`config.mk`:
```
export PLATFORM = sky130hd
export DESIGN_NAME = return_and_misc_op_decode
export DESIGN_NICKNAME = d
export VERILOG_FILES = /design/src/retdec_pkg.sv /design/src/op_kind_if.sv /design/src/op_classifier.sv /design/src/return_and_misc_op_decode.sv
export VERILOG_INCLUDE_DIRS = /design/src
export SDC_FILE = /design/constraint.sdc
export NUM_CORES = 1
export LEC_CHECK = 0
export BUFFER_PORTS_ARGS = -buffer_cell sky130_fd_sc_hd__buf_2
export CAP_MARGIN = 20
export CORE_MARGIN = 5
export CORE_UTILIZATION = 42
export DETAILED_ROUTE_END_ITERATION = 10
export HOLD_SLACK_MARGIN = 0.03
export PLACE_DENSITY = 0.75
export SLEW_MARGIN = 10
export SYNTH_ARGS = -nofsm -noshare
export SYNTH_HDL_FRONTEND = slang
export SYNTH_SLANG_ARGS = --single-unit
```
`constraint.sdc`:
```
create_clock -name i_ref_clk -period 1.49 [get_ports i_ref_clk]
set_input_delay 0.149 -clock i_ref_clk [delete_from_list [all_inputs] [get_ports i_ref_clk]]
set_output_delay 0.149 -clock i_ref_clk [all_outputs]
set_load 0.005 [all_outputs]
```
`src/retdec_cfg.svh`:
```
// Constants for the return and miscellaneous opcode decoder.
// Assumes it is included by the package and the design modules only.
`ifndef RETDEC_CFG_SVH
`define RETDEC_CFG_SVH
`define OPC_IDLE_MASK      14'h3F9F
`define OPC_IDLE_VAL       14'h0000
`define OPC_IRQ_RET        14'h0009
`define OPC_LOAD_CFG       14'h0062
`define OPC_RETLIT_MASK    14'h3C00
`define OPC_RETLIT_VAL     14'h3400
`define GATE_BIT_POS       7
`define PC_RESET           11'h000
`define W_RESET            8'h00
`define CFG_RESET          8'hFF
`define IRQ_CTRL_RESET     8'h00
`define FLAGS_RESET        8'h00
`define RDATA_RESET        8'h00
`define CFG_FILE_ADDR      7'h01
`define IRQ_CTRL_FILE_ADDR 7'h0B
`endif

```
`src/retdec_pkg.sv`:
```
// Types shared by the decoder modules.
// Assumes the constant header sits in the same folder.
`include "retdec_cfg.svh"
package retdec_pkg;
   typedef enum logic [2:0] {
      OP_OTHER_type  = 3'h0,
      OP_IDLE_type   = 3'h1,
      OP_IRQRET_type = 3'h3,
      OP_LDCFG_type  = 3'h2,
      OP_RETLIT_type = 3'h6
   } op_kind_type;
   typedef enum logic [1:0] {
      ST_FETCH_type = 2'h0,
      ST_FLUSH_type = 2'h1
   } exec_state_type;
endpackage : retdec_pkg

```
`src/op_kind_if.sv`:
```
// Carries the decoded instruction between the decoder and the core.
// Assumes both ends share one clock.
`timescale 1ns/1ps
interface op_kind_if;
   retdec_pkg::op_kind_type kind;
   logic [7:0]              literal;
   modport dec (output kind, output literal);
   modport core (input kind, input literal);
endinterface : op_kind_if

```
`src/op_classifier.sv`:
```
// Pure decoder that sorts one instruction word into an operation kind.
// Assumes the word is stable for the whole cycle it is presented.
`timescale 1ns/1ps
`include "retdec_cfg.svh"
module op_classifier (
   // Instruction word
   input  wire logic [13:0] i_word,
   // Decoded result
   op_kind_if.dec           dec
);
   import retdec_pkg::*;

   function automatic op_kind_type classify(input logic [13:0] w);
      if ((w & `OPC_IDLE_MASK) == `OPC_IDLE_VAL) begin
         return OP_IDLE_type;
      end else if (w == `OPC_IRQ_RET) begin
         return OP_IRQRET_type;
      end else if (w == `OPC_LOAD_CFG) begin
         return OP_LDCFG_type;
      end else if ((w & `OPC_RETLIT_MASK) == `OPC_RETLIT_VAL) begin
         return OP_RETLIT_type;
      end else begin
         return OP_OTHER_type;
      end
   endfunction : classify

   assign dec.kind    = classify(i_word);
   assign dec.literal = i_word[7:0];
endmodule : op_classifier

```
`src/return_and_misc_op_decode.sv`:
```
// Execute stage for idle, interrupt return, config load and literal return.
// Assumes words come from program memory on the same clock and the stack
// pop is serviced combinationally by the stack outside.
// The word shown during the flush cycle is dropped while the counter steps.
`timescale 1ns/1ps
`include "retdec_cfg.svh"
module return_and_misc_op_decode (
   // Clock and reset
   input  wire logic        i_ref_clk,
   input  wire logic        i_rst_n,
   // Program memory fetch
   input  wire logic [13:0] i_instr_word,
   output logic [10:0]      o_program_counter,
   // Return stack
   input  wire logic [10:0] i_stack_top_entry,
   output logic             o_stack_pop,
   // File register access
   input  wire logic [6:0]  i_file_addr,
   input  wire logic        i_file_wr,
   input  wire logic [7:0]  i_file_wdata,
   output logic [7:0]       o_file_rdata,
   // Core state
   output logic [7:0]       o_w_reg,
   output logic [7:0]       o_prescale_cfg,
   output logic             o_global_irq_gate,
   output logic [7:0]       o_status_flags,
   output logic             o_flush
);
   import retdec_pkg::*;

   op_kind_if         opk ();
   exec_state_type    state_ff;
   logic [10:0]       pc_ff;
   logic [7:0]        w_ff;
   logic [7:0]        cfg_ff;
   logic [7:0]        irq_ctrl_ff;
   logic              pop_ff;
   logic [7:0]        rdata_ff;
   logic              active;
   logic              is_ret;
   logic              flush_ff;
   logic [7:0]        flags_ff;

   op_classifier u_cls (
      .i_word (i_instr_word),
      .dec    (opk.dec)
   );

   // The word fetched behind a taken return is discarded in the flush cycle.
   assign active = (state_ff == ST_FETCH_type);
   assign is_ret = active && (opk.kind == OP_IRQRET_type ||
                              opk.kind == OP_RETLIT_type);

   // Two states suffice: every taken return costs exactly one dead cycle.
   always_ff @(posedge i_ref_clk or negedge i_rst_n) begin
      if (!i_rst_n) begin
         state_ff <= ST_FETCH_type;
      end else if (is_ret) begin
         state_ff <= ST_FLUSH_type;
      end else begin
         state_ff <= ST_FETCH_type;
      end
   end

   always_ff @(posedge i_ref_clk or negedge i_rst_n) begin
      if (!i_rst_n) begin
         pc_ff <= `PC_RESET;
      end else if (is_ret) begin
         pc_ff <= i_stack_top_entry;
      end else begin
         pc_ff <= pc_ff + 11'h001;
      end
   end

   always_ff @(posedge i_ref_clk or negedge i_rst_n) begin
      if (!i_rst_n) begin
         pop_ff <= 1'b0;
      end else begin
         pop_ff <= is_ret;
      end
   end

   // A registered copy keeps the flush output glitch free for the fetch side.
   always_ff @(posedge i_ref_clk or negedge i_rst_n) begin
      if (!i_rst_n) begin
         flush_ff <= 1'h0;
      end else begin
         flush_ff <= is_ret;
      end
   end

   // No operation here writes a flag, so the register only ever holds.
   always_ff @(posedge i_ref_clk or negedge i_rst_n) begin
      if (!i_rst_n) begin
         flags_ff <= `FLAGS_RESET;
      end else begin
         flags_ff <= flags_ff;
      end
   end

   // Only the literal return writes the accumulator in this block.
   always_ff @(posedge i_ref_clk or negedge i_rst_n) begin
      if (!i_rst_n) begin
         w_ff <= `W_RESET;
      end else if (active && opk.kind == OP_RETLIT_type) begin
         w_ff <= opk.literal;
      end
   end

   // Load instruction is kept only for old code; it wins over a same-cycle file write.
   always_ff @(posedge i_ref_clk or negedge i_rst_n) begin
      if (!i_rst_n) begin
         cfg_ff <= `CFG_RESET;
      end else if (active && opk.kind == OP_LDCFG_type) begin
         cfg_ff <= w_ff;
      end else if (i_file_wr && i_file_addr == `CFG_FILE_ADDR) begin
         cfg_ff <= i_file_wdata;
      end
   end

   // The gate set by the return wins over a same-cycle software write.
   always_ff @(posedge i_ref_clk or negedge i_rst_n) begin
      if (!i_rst_n) begin
         irq_ctrl_ff <= `IRQ_CTRL_RESET;
      end else begin
         if (i_file_wr && i_file_addr == `IRQ_CTRL_FILE_ADDR) begin
            irq_ctrl_ff <= i_file_wdata;
         end
         if (active && opk.kind == OP_IRQRET_type) begin
            irq_ctrl_ff[`GATE_BIT_POS] <= 1'b1;
         end
      end
   end

   // Read data lags the address by one cycle, unlike the fetched word, which follows the counter in the same cycle.
   always_ff @(posedge i_ref_clk or negedge i_rst_n) begin
      if (!i_rst_n) begin
         rdata_ff <= `RDATA_RESET;
      end else if (i_file_addr == `CFG_FILE_ADDR) begin
         rdata_ff <= cfg_ff;
      end else if (i_file_addr == `IRQ_CTRL_FILE_ADDR) begin
         rdata_ff <= irq_ctrl_ff;
      end else begin
         rdata_ff <= 8'h00;
      end
   end

   assign o_program_counter = pc_ff;
   assign o_stack_pop       = pop_ff;
   assign o_file_rdata      = rdata_ff;
   assign o_w_reg           = w_ff;
   assign o_prescale_cfg    = cfg_ff;
   assign o_global_irq_gate = irq_ctrl_ff[`GATE_BIT_POS];
   assign o_status_flags    = flags_ff;
   assign o_flush           = flush_ff;
endmodule : return_and_misc_op_decode

```
Word-level counts from Yosys, hierarchy flattened
Cells that the tools add are included.
Word-level totals
  bits in registers: 45
  bits of input ports: 43
  word-level logic and storage cells: 40
Operators by class
  eq/ne operators: 8
  muxes and demuxes: 12
  reductions and logical operators: 11
  add/sub/neg operators: 1
Operators with widths (number)
  2-to-1 mux 8 bit: 5
  == test 14 x 4 -> 1 bit (second input constant): 1
  == test 14 x 7 -> 1 bit (second input constant): 1
  logical NOT 14 bit: 1
  2-to-1 mux 3 bit: 4
  adder 11 x 1 -> 11 bit (second input constant): 1
  2-to-1 mux 11 bit: 1
  == test 7 x 1 -> 1 bit (second input constant): 1
  == test 7 x 4 -> 1 bit (second input constant): 1
  == test 3 x 2 -> 1 bit (second input constant): 2
  logical AND 1 bit: 6
  == test 4 bit (second input constant): 1
  nonzero test 2 bit: 2
  == test 3 bit (second input constant): 1
  logical NOT 2 bit: 1
  2-to-1 mux 1 bit: 2
  logical OR 1 bit: 1

Logic depth before layout (Yosys ltp)
  depth after elaboration: 9
  depth in mapped cells: 5
  depth with buffers taken out: 5

Hierarchy
From an unflattened synthesis, not the netlist that was laid out.
Unflattened totals
  cells, all modules: 210
  area total of the unflattened synthesis: 2274.7 µm²
Modules (own cells, without submodules)
  return_and_misc_op_decode: times used 1, area each 2120.8 µm², cells each 189
  op_classifier: times used 1, area each 153.9 µm², cells each 21

Least setup slack after synthesis
Ideal clock, no wire load.
  path type: register to register
  start: reg, netlist name o_flush
  end: reg pc_ff[2], in the netlist o_program_counter[2]
  buffers on the path: 1
  library setup time: 125 ps
  data required time: 1365 ps
  arrival time: 1545 ps
  cell stages (with the launch flop): 6
  path slack: -180 ps
  cells stage by stage: dfrtp_1 -> nor2_1 -> nand4_1 -> nand2_1 -> buf_4 -> mux2_2
RTL lines
  end signal: assignment: line return_and_misc_op_decode.sv:67  | pc_ff <= `PC_RESET;
  end signal: assignment: line return_and_misc_op_decode.sv:69  | pc_ff <= i_stack_top_entry;
  end signal: assignment: line return_and_misc_op_decode.sv:71  | pc_ff <= pc_ff + 11'h001;
  end: declaration: line return_and_misc_op_decode.sv:33  | logic [10:0] pc_ff;

==> impl_metrics.ini <==
[placed_design]
place_congestion = 0.793
post-place-ws_ns = -0.142
dp_hpwl_um = 3670
dpl_cell_area_um2 = 2600
placed_cells = 310
port_buffers = 80

[power]
p_total_mw = 3.46
power.switching_mw = 1.01
powerDensity_nw_per_um2 = 1250
clockPowerShare = 0.266
max-vdd-ir-drop_uv = 848
p_comb_frac = 0.261
internal_power_mw = 2.46
seqPwrFrac = 0.473
leakage_nw = 1.42
switching_share = 0.291

[timing]
skew_ns = 0.00553
fin_crit_ns = 1.46
worst_pin_slew_ns = 0.539
fmax_mhz = 685
holdWs_ns = 0.0790
maxSlewHeadroom = 0.641
post-route-period-util = 0.980
finalHoldViolCount = 0
finalSetupViolCount = 0
slew_viol_final = 0
rsz0062_at_grt = true
setup_ws_ns = 0.0296
tns_ns = 0

[clock_network]
root_buffer = clkbuf_8
cts_inserted_buffers = 5
cts_tree = built
cts_htree_levels = 2
clk_pin_slew_worst_paths_ns = 0.08
worstSkewPairLatency_ns = 0.30
max-clock-path-buffers = 2
cts.sinks = 44

[layout]
seq_area_um2 = 1110
syn_to_final_growth_pct = 34.4
num-fill-cells = 407
drive_gt1_frac = 0.630
design_area_um2 = 2760
finalNetCount = 297
n_antenna_cell = 0
final_cells = 321
largest_reg_flops = 11
multiInputGateArea_um2 = 905
utilization = 0.585

[setup_path]
path_max_fanout = 12
setup.worst_path.end_class = register
start_kind = register
required_ns = 1.68
worst_path_largest_cell_delay_ns = 0.41
crit_arrival_ns = 1.65
setup.worst_path.class = register to register
crit_path_top_delay_cell = dfrtp_1
path_delay_family = simple AND/OR/NAND/NOR gates
cp_num_buf_inv = 1
path_cells = nor4_1 -> nand4_1 -> nand2_2 -> buf_12 -> mux2_2

[detailed_routing]
viasPerCell = 4.78
drt_iter0_markers = 55
wl_um = 4640
drt-met1-wl_um = 1820
firstDrtPassIters = 4
ant_nets = 0
route.met2.wl_um = 2240
dr_wl_met3_um = 550
num_vias = 1533
drcViolationCount = 0
post_drt_wl_per_cell_um = 14.4
top_layer = met4

[floorplan]
ioPinCount = 89
rows = 25
dieArea_um2 = 6390
die_h_um = 79.9
die_w_um = 79.9
start_util = 0.435
coreArea_um2 = 4720

[grt]
grt_overflow_total = 0
grt_max_degree = 45
grt_pass1_wl_um = 7260
antenna_found_initial = 0
grt_pass1_vias = 1607
grtUsageTotal = 0.145

[logic_synthesis]
ys_seq_elements = 44
yosys_warnings = 0
syn_area_um2 = 2050
ys_seq_area_frac = 0.541
avgSynthCellArea_um2 = 13.4
synth_cell_types = 23
synth_cells = 153

[flow_run]
cap_violations = 0

[run_status]
outcome = finished, final reports clean

[min_path]
hold_class = primary input to register
-- worst min-delay path: cells and delay by family --
| kind | cells | cell delay (ns) |
|---|---|---|
| buffers and inverters | 2 | 0.13 |
| muxes | 1 | 0.05 |
-- layout by cell type, fill, tap and decap left out, types with 3 or more instances in the layout --
cell and instances:
nor2_1 6, xor2_1 6, a22o_1 8, nor4_1 3
conb_1 8, clkbuf_8 5, buf_2 80, nand4_1 4
nand2_1 5, nand3_1 4, dfrtp_1 36, dfstp_2 8
xnor2_1 3, inv_1 3, mux2_2 41, buf_4 14
-- power by group through the flow --
stage               clock network (mW)  registers (mW)  logic, mW
floorplan                            0            1.65      0.437
global placement                     0            1.64      0.867
detailed placement                   0            1.64      0.894
CTS                              0.948            1.63      0.906
global route                     0.995            1.67      0.998
finish                           0.923            1.64      0.904
-- Yosys cell counts --
master	count	area share
ha_1	1	0.0061
nand4_1	4	0.012
xor2_1	6	0.026
a22o_1	8	0.034
inv_1	3	0.0055
nand4_4	1	0.010
mux2i_1	2	0.0097
dfrtp_1	36	0.44
mux2_2	41	0.22
nor3_1	2	0.0049
buf_4	10	0.037
conb_1	1	0.0018
nand3_1	5	0.012
and3b_1	1	0.0043
nor3_2	1	0.0049
dfstp_2	8	0.10
and4_1	1	0.0043
nor4_4	1	0.010
nor2_1	7	0.013
and3_1	1	0.0030
nand2_1	6	0.011
nor4_1	4	0.012
xnor2_1	3	0.013
-- final cells by class --
type                            count  area share
Tap cell                           67      0.0304
Multi-Input combinational cell    103       0.328
Inverter                            3     0.00408
Clock buffer                        5      0.0249
Timing Repair Buffer               96       0.194
Sequential cell                    44       0.402
Clock inverter                      3      0.0168
-- cells by family after synthesis --
logic type,share of synthesized area
simple gates,0.102
buf+inv,0.0420
fa+ha+maj,0.00609
compound gates,0.0341
flops,0.541
xor+xnor,0.0384
mux,0.234
other cells,0.00183
-- layer usage --
| layer | global-route usage | vias up |
|---|---|---|
| li1 | - | 734 |
| met1 | 0.170 | 726 |
| met2 | 0.243 | 71 |
| met4 | 0.0321 | 0 |
| met3 | 0.0643 | 2 |
| met5 | 0 | - |
-- timing repair --
action                                  in CTS  in global routing
hold buffers                                 1                  0
endpoints found under the setup margin       1                 10
gates resized for setup                      1                  3
buffers inserted                             0                  2
pin swaps                                    0                  2
hold endpoints to repair                    36                  0
-- path summary, 6_finish.rpt --
check                                     start                   end  slack [ns]  depth (start not counted)
hold / removal             i_stack_top_entry[0]  o_program_counter[0]        0.08                          3
setup reg to reg                        o_flush  o_program_counter[8]        0.03                          5
max in group asynchronous               i_rst_n     o_prescale_cfg[1]        0.65                          3
hold reg to reg                  irq_ctrl_ff[5]       o_file_rdata[5]        0.50                          1
min in group asynchronous               i_rst_n       o_file_rdata[0]        0.46                          3
setup / recovery                        o_flush  o_program_counter[8]        0.03                          5
Note: power is estimated with default switching activity, not from simulation.
